## src/shared/wdg_pkg.sv

```systemverilog
// package: watchdog register map, field layout, counts and types
package wdg_pkg;
    // register byte offsets
    localparam logic [7:0] CTRL_OFS = 8'h00;
    localparam logic [7:0] CLR_OFS  = 8'h04;
    localparam logic [7:0] SET_OFS  = 8'h08;
    localparam logic [7:0] INV_OFS  = 8'h0C;
    localparam logic [7:0] STAT_OFS = 8'h10;
    localparam logic [7:0] MASK_OFS = 8'h14;
    // control field positions
    localparam int unsigned ON_BIT  = 15;
    localparam int unsigned PS_LSB  = 2;
    localparam int unsigned PS_W    = 5;
    localparam int unsigned WIN_BIT = 1;
    localparam int unsigned CLR_BIT = 0;
    // reset values
    localparam logic        ON_RST   = 1'b0;
    localparam logic        WIN_RST  = 1'b0;
    localparam logic [2:0]  STAT_RST = 3'h0;
    localparam logic [2:0]  MASK_RST = 3'h0;
    localparam logic [31:0] RD_RST   = 32'h0000_0000;
    // longest postscale exponent, period is 2**sel oscillator ticks
    localparam int unsigned PS_MAX = 20;
    // clock rates and the oscillator tick divider
    localparam int unsigned CLK_HZ   = 125_000_000;
    localparam int unsigned LPOSC_HZ = 32_000;
    localparam int unsigned OSC_DIV  = CLK_HZ / LPOSC_HZ;
    // watchdog states
    typedef enum logic [1:0] {
        WDG_OFF   = 2'b00,
        WDG_RUN   = 2'b01,
        WDG_FIRED = 2'b10
    } wdg_state_t;
    // software view of the control register
    typedef struct packed {
        logic            on;
        logic [PS_W-1:0] ps;
        logic            win;
    } wdg_ctrl_t;
    // sticky events: window error, reset expiry, wake expiry
    typedef struct packed {
        logic win_err;
        logic rst;
        logic wake;
    } wdg_evt_t;
endpackage

```

## src/hdl/wdg_top.sv

```systemverilog
// watchdog timer with postscaler, window mode and apb registers
`timescale 1ns/1ps

// Contract
// - count runs on low-power oscillator ticks
// - unserviced expiry requests device reset
// - postscaler selects the time-out period
// - expiry in sleep or idle wakes device
// - writing enable one starts software watchdog
// - enable zero stops only software-enabled watchdog
// - enable bit reads one while running
// - shadow postscale read-only, loaded from configuration
// - window bit selects windowed or normal mode
// - clear bit one restarts count, zero ignored
// - unimplemented bits read zero, ignore writes
// - clear, set, invert aliases modify written ones
// - reset contents follow configuration and reset
module wdg_top #(
    parameter int unsigned DIV = wdg_pkg::OSC_DIV
) (
    input  wire logic                      pclk,
    input  wire logic                      presetn,
    input  wire logic                      psel,
    input  wire logic                      penable,
    input  wire logic                      pwrite,
    input  wire logic [7:0]                paddr,
    input  wire logic [31:0]               pwdata,
    output logic      [31:0]               prdata,
    output logic                           pready,
    output logic                           pslverr,
    input  wire logic                      cfg_enable,
    input  wire logic [wdg_pkg::PS_W-1:0]  cfg_postscale_sel,
    input  wire logic                      sleep_mode,
    input  wire logic                      idle_mode,
    output logic                           device_reset_req,
    output logic                           wake_req,
    output logic                           irq
);
    import wdg_pkg::*;

    wdg_state_t       state_reg;
    wdg_ctrl_t        ctrl;
    wdg_evt_t         stat_reg;
    wdg_evt_t         mask_reg;
    wdg_evt_t         evt;
    logic             cap_done_reg;
    logic             cfg_en_reg;
    logic [PS_W-1:0]  ps_reg;
    logic             sw_on_reg;
    logic             win_reg;
    logic [31:0]      div_reg;
    logic             tick;
    logic [PS_MAX-1:0] cnt_reg;
    logic [PS_MAX:0]  period;
    logic [PS_MAX:0]  half;
    logic [4:0]       sel_eff;
    logic             running;
    logic             low_power;
    logic             expire;
    logic             early;
    logic             access;
    logic             wr_ctrl;
    logic             rd_stat;
    logic [31:0]      ctrl_old;
    logic [31:0]      ctrl_new;
    logic             clr_req;
    logic             hit;
    logic [31:0]      rd_mux;
    logic             pready_reg;
    logic [31:0]      prdata_reg;
    logic             pslverr_reg;
    logic             rst_req_reg;
    logic             wake_reg;
    logic             irq_reg;

    // outputs straight from flops
    assign prdata           = prdata_reg;
    assign pready           = pready_reg;
    assign pslverr          = pslverr_reg;
    assign device_reset_req = rst_req_reg;
    assign wake_req         = wake_reg;
    assign irq              = irq_reg;

    // clear, set and invert alias arithmetic
    function automatic logic [31:0] alias_op(
        input logic [7:0]  a,
        input logic [31:0] o,
        input logic [31:0] d
    );
        case (a)
            CLR_OFS: alias_op = o & ~d;
            SET_OFS: alias_op = o | d;
            INV_OFS: alias_op = o ^ d;
            default: alias_op = d;
        endcase
    endfunction

    // bus decode, completing edge is the second access cycle
    assign access  = psel & penable & pready_reg;
    assign hit     = (paddr == CTRL_OFS) | (paddr == CLR_OFS)
                   | (paddr == SET_OFS) | (paddr == INV_OFS)
                   | (paddr == STAT_OFS) | (paddr == MASK_OFS);
    // unmapped words in the control group must not touch the control bits
    assign wr_ctrl = access & pwrite & hit & (paddr[7:4] == 4'h0);
    assign rd_stat = access & ~pwrite & (paddr == STAT_OFS);

    // software view; bit 0 always reads zero
    assign ctrl.on  = running;
    assign ctrl.ps  = ps_reg;
    assign ctrl.win = win_reg;
    assign ctrl_old = {16'h0000, sw_on_reg, 8'h00, ps_reg, win_reg, 1'b0};
    assign ctrl_new = alias_op(paddr, ctrl_old, pwdata);
    assign clr_req  = wr_ctrl & ctrl_new[CLR_BIT];

    // read data, unimplemented bits zero
    always_comb begin
        rd_mux = RD_RST;
        case (paddr)
            CTRL_OFS, CLR_OFS, SET_OFS, INV_OFS: begin
                rd_mux[ON_BIT] = ctrl.on;
                rd_mux[PS_LSB +: PS_W] = ctrl.ps;
                rd_mux[WIN_BIT] = ctrl.win;
            end
            STAT_OFS: rd_mux[2:0] = stat_reg;
            MASK_OFS: rd_mux[2:0] = mask_reg;
            default: rd_mux = RD_RST;
        endcase
    end

    // apb answer: one wait state, data and error registered
    always_ff @(posedge pclk or negedge presetn) begin
        if (!presetn) begin
            pready_reg  <= 1'b0;
            prdata_reg  <= RD_RST;
            pslverr_reg <= 1'b0;
        end else begin
            pready_reg  <= psel & penable & ~pready_reg;
            prdata_reg  <= rd_mux;
            pslverr_reg <= psel & penable & ~pready_reg & ~hit;
        end
    end

    // configuration captured once after reset release
    always_ff @(posedge pclk or negedge presetn) begin
        if (!presetn) begin
            cap_done_reg <= 1'b0;
            cfg_en_reg   <= 1'b0;
            ps_reg       <= '0;
        end else if (!cap_done_reg) begin
            cap_done_reg <= 1'b1;
            cfg_en_reg   <= cfg_enable;
            ps_reg       <= cfg_postscale_sel;
        end
    end

    // software enable and window bits
    always_ff @(posedge pclk or negedge presetn) begin
        if (!presetn) begin
            sw_on_reg <= ON_RST;
            win_reg   <= WIN_RST;
        end else if (wr_ctrl) begin
            sw_on_reg <= ctrl_new[ON_BIT];
            win_reg   <= ctrl_new[WIN_BIT];
        end
    end

    // configuration enable cannot be undone by software
    assign running   = cfg_en_reg | sw_on_reg;
    assign low_power = sleep_mode | idle_mode;

    // low-power oscillator tick as enable pulse
    always_ff @(posedge pclk or negedge presetn) begin
        if (!presetn) begin
            div_reg <= '0;
        end else if (!running || div_reg == DIV - 1) begin
            div_reg <= '0;
        end else begin
            div_reg <= div_reg + 32'd1;
        end
    end
    assign tick = running && (div_reg == DIV - 1);

    // postscaled period and window threshold
    assign sel_eff = (ps_reg > PS_W'(PS_MAX)) ? 5'(PS_MAX) : ps_reg;
    assign period  = (PS_MAX+1)'(1) << sel_eff;
    assign half    = period >> 1;
    // a clear landing on the last tick counts as service
    assign expire  = tick && !clr_req
                   && ({1'b0, cnt_reg} == period - 1'b1);
    assign early   = win_reg && ({1'b0, cnt_reg} < half);

    // postscaler count
    always_ff @(posedge pclk or negedge presetn) begin
        if (!presetn) begin
            cnt_reg <= '0;
        end else if (!running || clr_req || expire) begin
            cnt_reg <= '0;
        end else if (tick && state_reg == WDG_RUN) begin
            cnt_reg <= cnt_reg + 1'b1;
        end
    end

    // events of this cycle
    assign evt.wake    = expire && low_power && state_reg == WDG_RUN;
    assign evt.rst     = expire && !low_power && state_reg == WDG_RUN;
    assign evt.win_err = clr_req && early && state_reg == WDG_RUN;

    // run state machine
    always_ff @(posedge pclk or negedge presetn) begin
        if (!presetn) begin
            state_reg <= WDG_OFF;
        end else begin
            case (state_reg)
                WDG_OFF: begin
                    if (running) state_reg <= WDG_RUN;
                end
                WDG_RUN: begin
                    if (evt.rst || evt.win_err) begin
                        state_reg <= WDG_FIRED;
                    end else if (!running) begin
                        state_reg <= WDG_OFF;
                    end
                end
                WDG_FIRED: state_reg <= WDG_FIRED;
                default:   state_reg <= WDG_OFF;
            endcase
        end
    end

    // reset request held until device reset, wake is a pulse
    always_ff @(posedge pclk or negedge presetn) begin
        if (!presetn) begin
            rst_req_reg <= 1'b0;
            wake_reg    <= 1'b0;
        end else begin
            if (evt.rst || evt.win_err) rst_req_reg <= 1'b1;
            wake_reg <= evt.wake;
        end
    end

    // sticky status, set wins over read clear; mask register
    always_ff @(posedge pclk or negedge presetn) begin
        if (!presetn) begin
            stat_reg <= STAT_RST;
            mask_reg <= MASK_RST;
            irq_reg  <= 1'b0;
        end else begin
            stat_reg <= (rd_stat ? STAT_RST : stat_reg) | evt;
            if (access && pwrite && paddr == MASK_OFS) begin
                mask_reg <= pwdata[2:0];
            end
            irq_reg <= |(stat_reg & mask_reg);
        end
    end
endmodule // wdg_top

```

## config.mk

```make
export PLATFORM = sky130hd
export DESIGN_NAME = wdg_top
export DESIGN_NICKNAME = d
export VERILOG_FILES = /design/src/shared/wdg_pkg.sv /design/src/hdl/wdg_top.sv
export SDC_FILE = /design/constraint.sdc
export NUM_CORES = 1
export LEC_CHECK = 0
export ABC_AREA = 1
export BUFFER_PORTS_ARGS = -buffer_cell sky130_fd_sc_hd__buf_4
export CORE_MARGIN = 2
export CORE_UTILIZATION = 40
export DETAILED_ROUTE_END_ITERATION = 8
export RECOVER_POWER = 25
export SETUP_SLACK_MARGIN = 0.2
export SLEW_MARGIN = 40
export SYNTH_ARGS = -nofsm -noshare
export SYNTH_HDL_FRONTEND = slang
export SYNTH_SLANG_ARGS = --single-unit
```

## constraint.sdc

```tcl
create_clock -name pclk -period 5.35 [get_ports pclk]
set_clock_uncertainty 0.2 [all_clocks]
set_input_delay 0 -clock pclk [delete_from_list [all_inputs] [get_ports pclk]]
set_output_delay 0 -clock pclk [all_outputs]
set_load 0.02 [all_outputs]
```

# Word-level counts from Yosys, hierarchy flattened
# Cells that the tools add are included.
[totals]
inputBits = 53
out_inout_bits = 37
elab_cells = 104
register_bits = 82
[op_classes]
bitwise = 26
n_addsub = 3
shift = 1
eq_ne = 11
n_reduce_logical = 27
n_lt_le_gt_ge = 2
n_mux = 14
[op_table]
columns = ["operator", "n"]
rows = [
  ["$pmux 16 s3", 1],
  ["$mux 20", 2],
  ["$add 32x1->32 const B", 1],
  ["$eq 32x12->1 const B", 1],
  ["$mux 32", 1],
  ["$eq 20x21->1", 1],
  ["$shl 1x5->21 const A", 1],
  ["$sub 21x1->21 const B", 1],
  ["$add 20x1->20 const B", 1],
  ["$lt 20x20->1", 1],
  ["$and 16x16->16", 1],
  ["$eq 8x4->1 const B", 2],
  ["$eq 8x5->1 const B", 2],
  ["$not 16->16", 1],
  ["$or 16x16->16", 1],
  ["$xor 16x16->16", 1],
  ["$logic_and 1x1->1", 13],
  ["$pmux 2 s3", 2],
  ["$and 1x1->1", 10],
  ["$eq 8x3->1 const B", 1],
  ["$logic_not 8->1", 1],
  ["$or 1x1->1", 7],
  ["$mux 2", 3],
  ["$gt 5x5->1 const B", 1],
  ["other kinds (20)", 27],
]

# Depth between registers and ports, before layout
[logic_depth]
depth_word = 17
ltp_mapped = 22
mapped_depth_nobuf = 19

# Worst setup path after synthesis
# OpenSTA, ideal clock, no wires.
[synth_timing]
path_type = "reg2reg"
startpoint = "register ps_reg[2]"
endpoint = "register cnt_reg[14]"
required_ps = 5028
arrival_ps = 2547
setup_slack_ps = 2481
synth_period_minus_slack_ps = 2869
path_stages_with_launch = 23
setup_ps = 122
n_path_buf = 3
path_cell_list = "dfrtp_1 > inv_2 > buf_2 > nand4_1 > nor2_1 > inv_1 > ha_1 > o21ai_0 > nor2_1 > nand3_2 > nor2_4 > buf_6 > nand2_1 > nand2_1 > nand3_1 > nand2_1 > nor2_1 > nand2_1 > nor2_2 > nand2_2 > nand3_2 > buf_6 > nor2_2"
[synth_via]
elab_chain_len = 8
elab_cells_between_ends = 9
classes_between = "add/sub: 1; order compare: 1; eq/ne: 1; shift: 1; mux: 2; reduce/logical: 3"
[synth_rtl]
columns = ["element", "line_no", "rtl"]
rows = [
  ["from (decl)", "wdg_top.sv:48", "logic [PS_W-1:0] ps_reg;"],
  ["from (signal assigned)", "wdg_top.sv:152", "ps_reg <= cfg_postscale_sel;"],
  ["$gt 5x5->1", "wdg_top.sv:184", "assign sel_eff = (ps_reg > PS_W'(PS_MAX)) ? 5'(PS_MAX) : ps_reg;"],
  ["$mux 5 *", "wdg_top.sv:184", ""],
  ["$shl 1x5->21 *", "wdg_top.sv:185", "assign period = (PS_MAX+1)'(1) << sel_eff;"],
  ["$sub 21x1->21 *", "wdg_top.sv:189", "&& ({1'b0, cnt_reg} == period - 1'b1);"],
  ["$eq 20x21->1 *", "wdg_top.sv:189", ""],
  ["$logic_and 1x1->1 *", "wdg_top.sv:189", ""],
  ["$logic_or 1x1->1 *", "wdg_top.sv:196", "end else if (!running || clr_req || expire) begin"],
  ["$mux 20 / $reduce_bool 2->1 (equally long branches)", "n/a", ""],
  ["to (signal assigned)", "wdg_top.sv:199", "cnt_reg <= cnt_reg + 1'b1;"],
  ["to (decl)", "wdg_top.sv:53", "logic [PS_MAX-1:0] cnt_reg;"],
]
# Mark *: on every way between the ends. The rest lies on a longest branch, timed or not.
# A chain may end at the register's enable or synchronous reset.

# Final worst setup path
[layout_timing]
startpoint = "register ps_reg[3]"
endpoint = "register cnt_reg[15]"
# Same word-level chain as after synthesis.

==> reports/qor.yml <==
min_period_ns: 3.927
timing.final.crit_share: 0.7340
place_hpwl_um: 10470
yosysTopAreaCell: "dfrtp_1"
p_per_area_nw_per_um2: 238.4
cts-root-buf: "clkbuf_16"
coreArea_um2: 14530
via_count: 5289
placed_cells: 1018
dieArea_um2: 15830
rrSetupSlack_ns: 1.42
cp_max_fo: 20
rows: 44
r2r-start: "ps_reg[3]$_DFFE_PN0N_"
slew_headroom: 0.5165
initial_core_util: 0.4085
rsz0062_at_grt: "false"
outcome: "finished, final reports clean"
hold_violations: 0
viasPerCell: 5.004
r2r_cells: 19
hold_end: "prdata[2]$_DFF_PN0_"
power_leakage_nw: 3.259
overflow: 0
clkTransAtPathRegs_ns: 0.06
timing.rr.end: "cnt_reg[15]$_DFFE_PN0P_"
grt_use_total: 0.1795
hold_class: "in -> reg"
synth_edf_count: 0
wire_per_inst_um: 13.11
antenna_found_initial: 0
synth_top_area_frac: 0.3456
cts_sinks: 82
grt_max_degree: 82
cts_buffer_depth: 2
largest_reg_flops: 32
endpoint_kind: "flip-flop"
antenna_left: 0
drv_cap: 0
htreeDepth: 3
synth-main-ff-cell: "dfrtp_1"
post-place-ws_ns: 1.475
start_kind: "flip-flop"
synth_area_um2: 5937
io_buffers: 37
die_w_um: 125.8
drt_iter0_drc: 252
syn_inst: 811
total_power_mw: 1.615
worst_ep_arrival_time_ns: 3.98
cts_tree: "built"
routed_wl_um: 13850
grt_pass1_vias: 4953
finalSetupViolations: 0
fmaxAchievable_ghz: 0.2547
holdCritStartpoint: "paddr[6]"
grt_pass1_wl_um: 23420
synth_area_leaders: "dfrtp_1 35%, nand2_1 9.7%, nor2_1 6.9%"
cts_resized: 0
fin_nets: 948
tns_ns: 0
setup_ws_ns: 1.423
clock_latency_ns: 0.34
drcViolationCount: 0
critPathKind: "reg -> reg"
final_max_slew_viol_count: 0
critical_path_required_ns: 5.41
io_pins: 90
yosys_warnings: 0
synthArstFlopShare: 1.000
synth_area_per_cell_um2: 7.321
diodes: 0
firstDrtPassIters: 5
place_congestion: 0.8614
die_h_um: 125.8
cts_buffers: 9
yosysSeqAreaShare: 0.3456
drive_gt1_frac: 0.1123
stdcell_count: 1057
synth.distinct_cells: 46
holdPathStages: 8
ys_ff_latch: 82
vdd_drop_max_mv: 0.1460
tightest_slew_ns: 0.7244
area_delta_synth_final_pct: 14.12
[metal layers]
layer  part of all wire  GRT usage
met4             0.0095    0.03749
met3              0.043    0.03823
met1               0.49     0.2503
met2               0.46     0.2900
met5                  0          0
[cell type report]
class / count / area, µm²
tap: 184 / 230.2
clock inverter: 5 / 60.06
fill: 1534 / 7759
sequential: 82 / 2052
clock buffer: 11 / 252.7
multi-input combinational: 604 / 3291
timing repair buffer: 61 / 476.7
inverter: 110 / 412.9
[cells in the final DEF (no fill, tap or decap), types with 25 or more instances in the layout]
cell type,netlist,final
conb_1,2,25
nor2_1,109,108
a21oi_1,29,29
xor2_1,26,26
nor2_2,27,28
nand4_1,31,31
nand2_1,153,153
inv_1,101,101
dfrtp_1,82,82
nand3_1,46,46
buf_4,27,25
nor3_1,34,34
ha_1,27,27
[where the power goes]
group / internal [mW] / switching [mW] / leakage (nW)
logic: 0.101 / 0.171 / 2.01
clock network: 0.389 / 0.261 / 0.152
registers: 0.650 / 0.0437 / 1.09
total: 1.14 / 0.476 / 3.26
[metrics by stage]
stage / hold WS [ns] / utilization / instance area (µm²)
2_1_floorplan: -0.4956 / - / 6023
3_3_place_gp: -0.4154 / 0.4313 / 6269
3_5_place_dp: -0.4129 / 0.4317 / 6275
4_1_cts: 0.004902 / 0.4691 / 6818
5_1_grt: 0.03653 / 0.4662 / 6775
6_report: 0.003408 / 0.4662 / 6775
[cell usage after synthesis, types with 2 or more instances]
| cell | n |
|---|---|
| nand2_1 | 153 |
| nor2_1 | 109 |
| inv_1 | 101 |
| dfrtp_1 | 82 |
| nand3_1 | 46 |
| nor3_1 | 34 |
| nand4_1 | 31 |
| a21oi_1 | 29 |
| buf_4 | 27 |
| ha_1 | 27 |
| nor2_2 | 27 |
| xor2_1 | 26 |
| o21ai_0 | 19 |
| nor4_1 | 12 |
| inv_2 | 8 |
| xnor2_1 | 8 |
| o211ai_1 | 7 |
| clkbuf_1 | 5 |
| nand2_2 | 5 |
| nor3b_1 | 5 |
| and3_1 | 4 |
| nand3b_1 | 4 |
| o21a_1 | 4 |
| buf_2 | 3 |
| buf_6 | 3 |
| nand2_4 | 3 |
| nand3_2 | 3 |
| a21o_1 | 2 |
| a41oi_1 | 2 |
| conb_1 | 2 |
| mux2_2 | 2 |
| nor2_4 | 2 |
| o2111ai_1 | 2 |
| o21bai_1 | 2 |
[kinds of logic after synthesis]
kind of cell	Yosys count	share of synthesized area
AND/OR/NAND/NOR	440	0.3454
XOR/XNOR	35	0.05395
AO/OA/AOI/OAI	74	0.07629
adder cells (fa/ha/maj)	27	0.05690
flip-flops	82	0.3456
other	2	0.001265
buffers and inverters	148	0.1151
multiplexers	3	0.005479
[worst max-delay path, cell delays in order (launching register included)]
cell and delay (ns):
dfrtp_1 0.63, inv_2 0.17, nand4_1 0.19, nor2_1 0.10, inv_1 0.10, ha_1 0.18, o21ai_0 0.14, nor2_1 0.29
nand3_2 0.15, nor2_4 0.27, nand2_1 0.18, nor2_1 0.12, nand2_1 0.06, nand2_1 0.06, nor2_1 0.03, nand2_1 0.10
nor2_2 0.05, nand2_2 0.10, nand3_2 0.49, nor2_2 0.24
[repair_timing]
action                                 in CTS  in global routing
buffers inserted                            0                  0
endpoints found under the hold margin     106                  0
hold buffers                               23                  0
[worst max-delay path by stage]
stage                                     start                      end  slack [ns]  depth (start not counted)
after global placement    ps_reg[3]$_DFFE_PN0N_   cnt_reg[5]$_DFFE_PN0P_        1.52                         19
after detailed placement  ps_reg[3]$_DFFE_PN0N_  cnt_reg[15]$_DFFE_PN0P_        1.48                         19
final                     ps_reg[3]$_DFFE_PN0N_  cnt_reg[15]$_DFFE_PN0P_        1.42                         19
after CTS                 ps_reg[3]$_DFFE_PN0N_  cnt_reg[15]$_DFFE_PN0P_        1.44                         19
after floorplan           ps_reg[2]$_DFFE_PN0N_  cnt_reg[14]$_DFFE_PN0P_        2.48                         22
after global routing      ps_reg[3]$_DFFE_PN0N_  cnt_reg[15]$_DFFE_PN0P_        1.14                         19
Note: power is estimated with default switching activity, not from simulation.
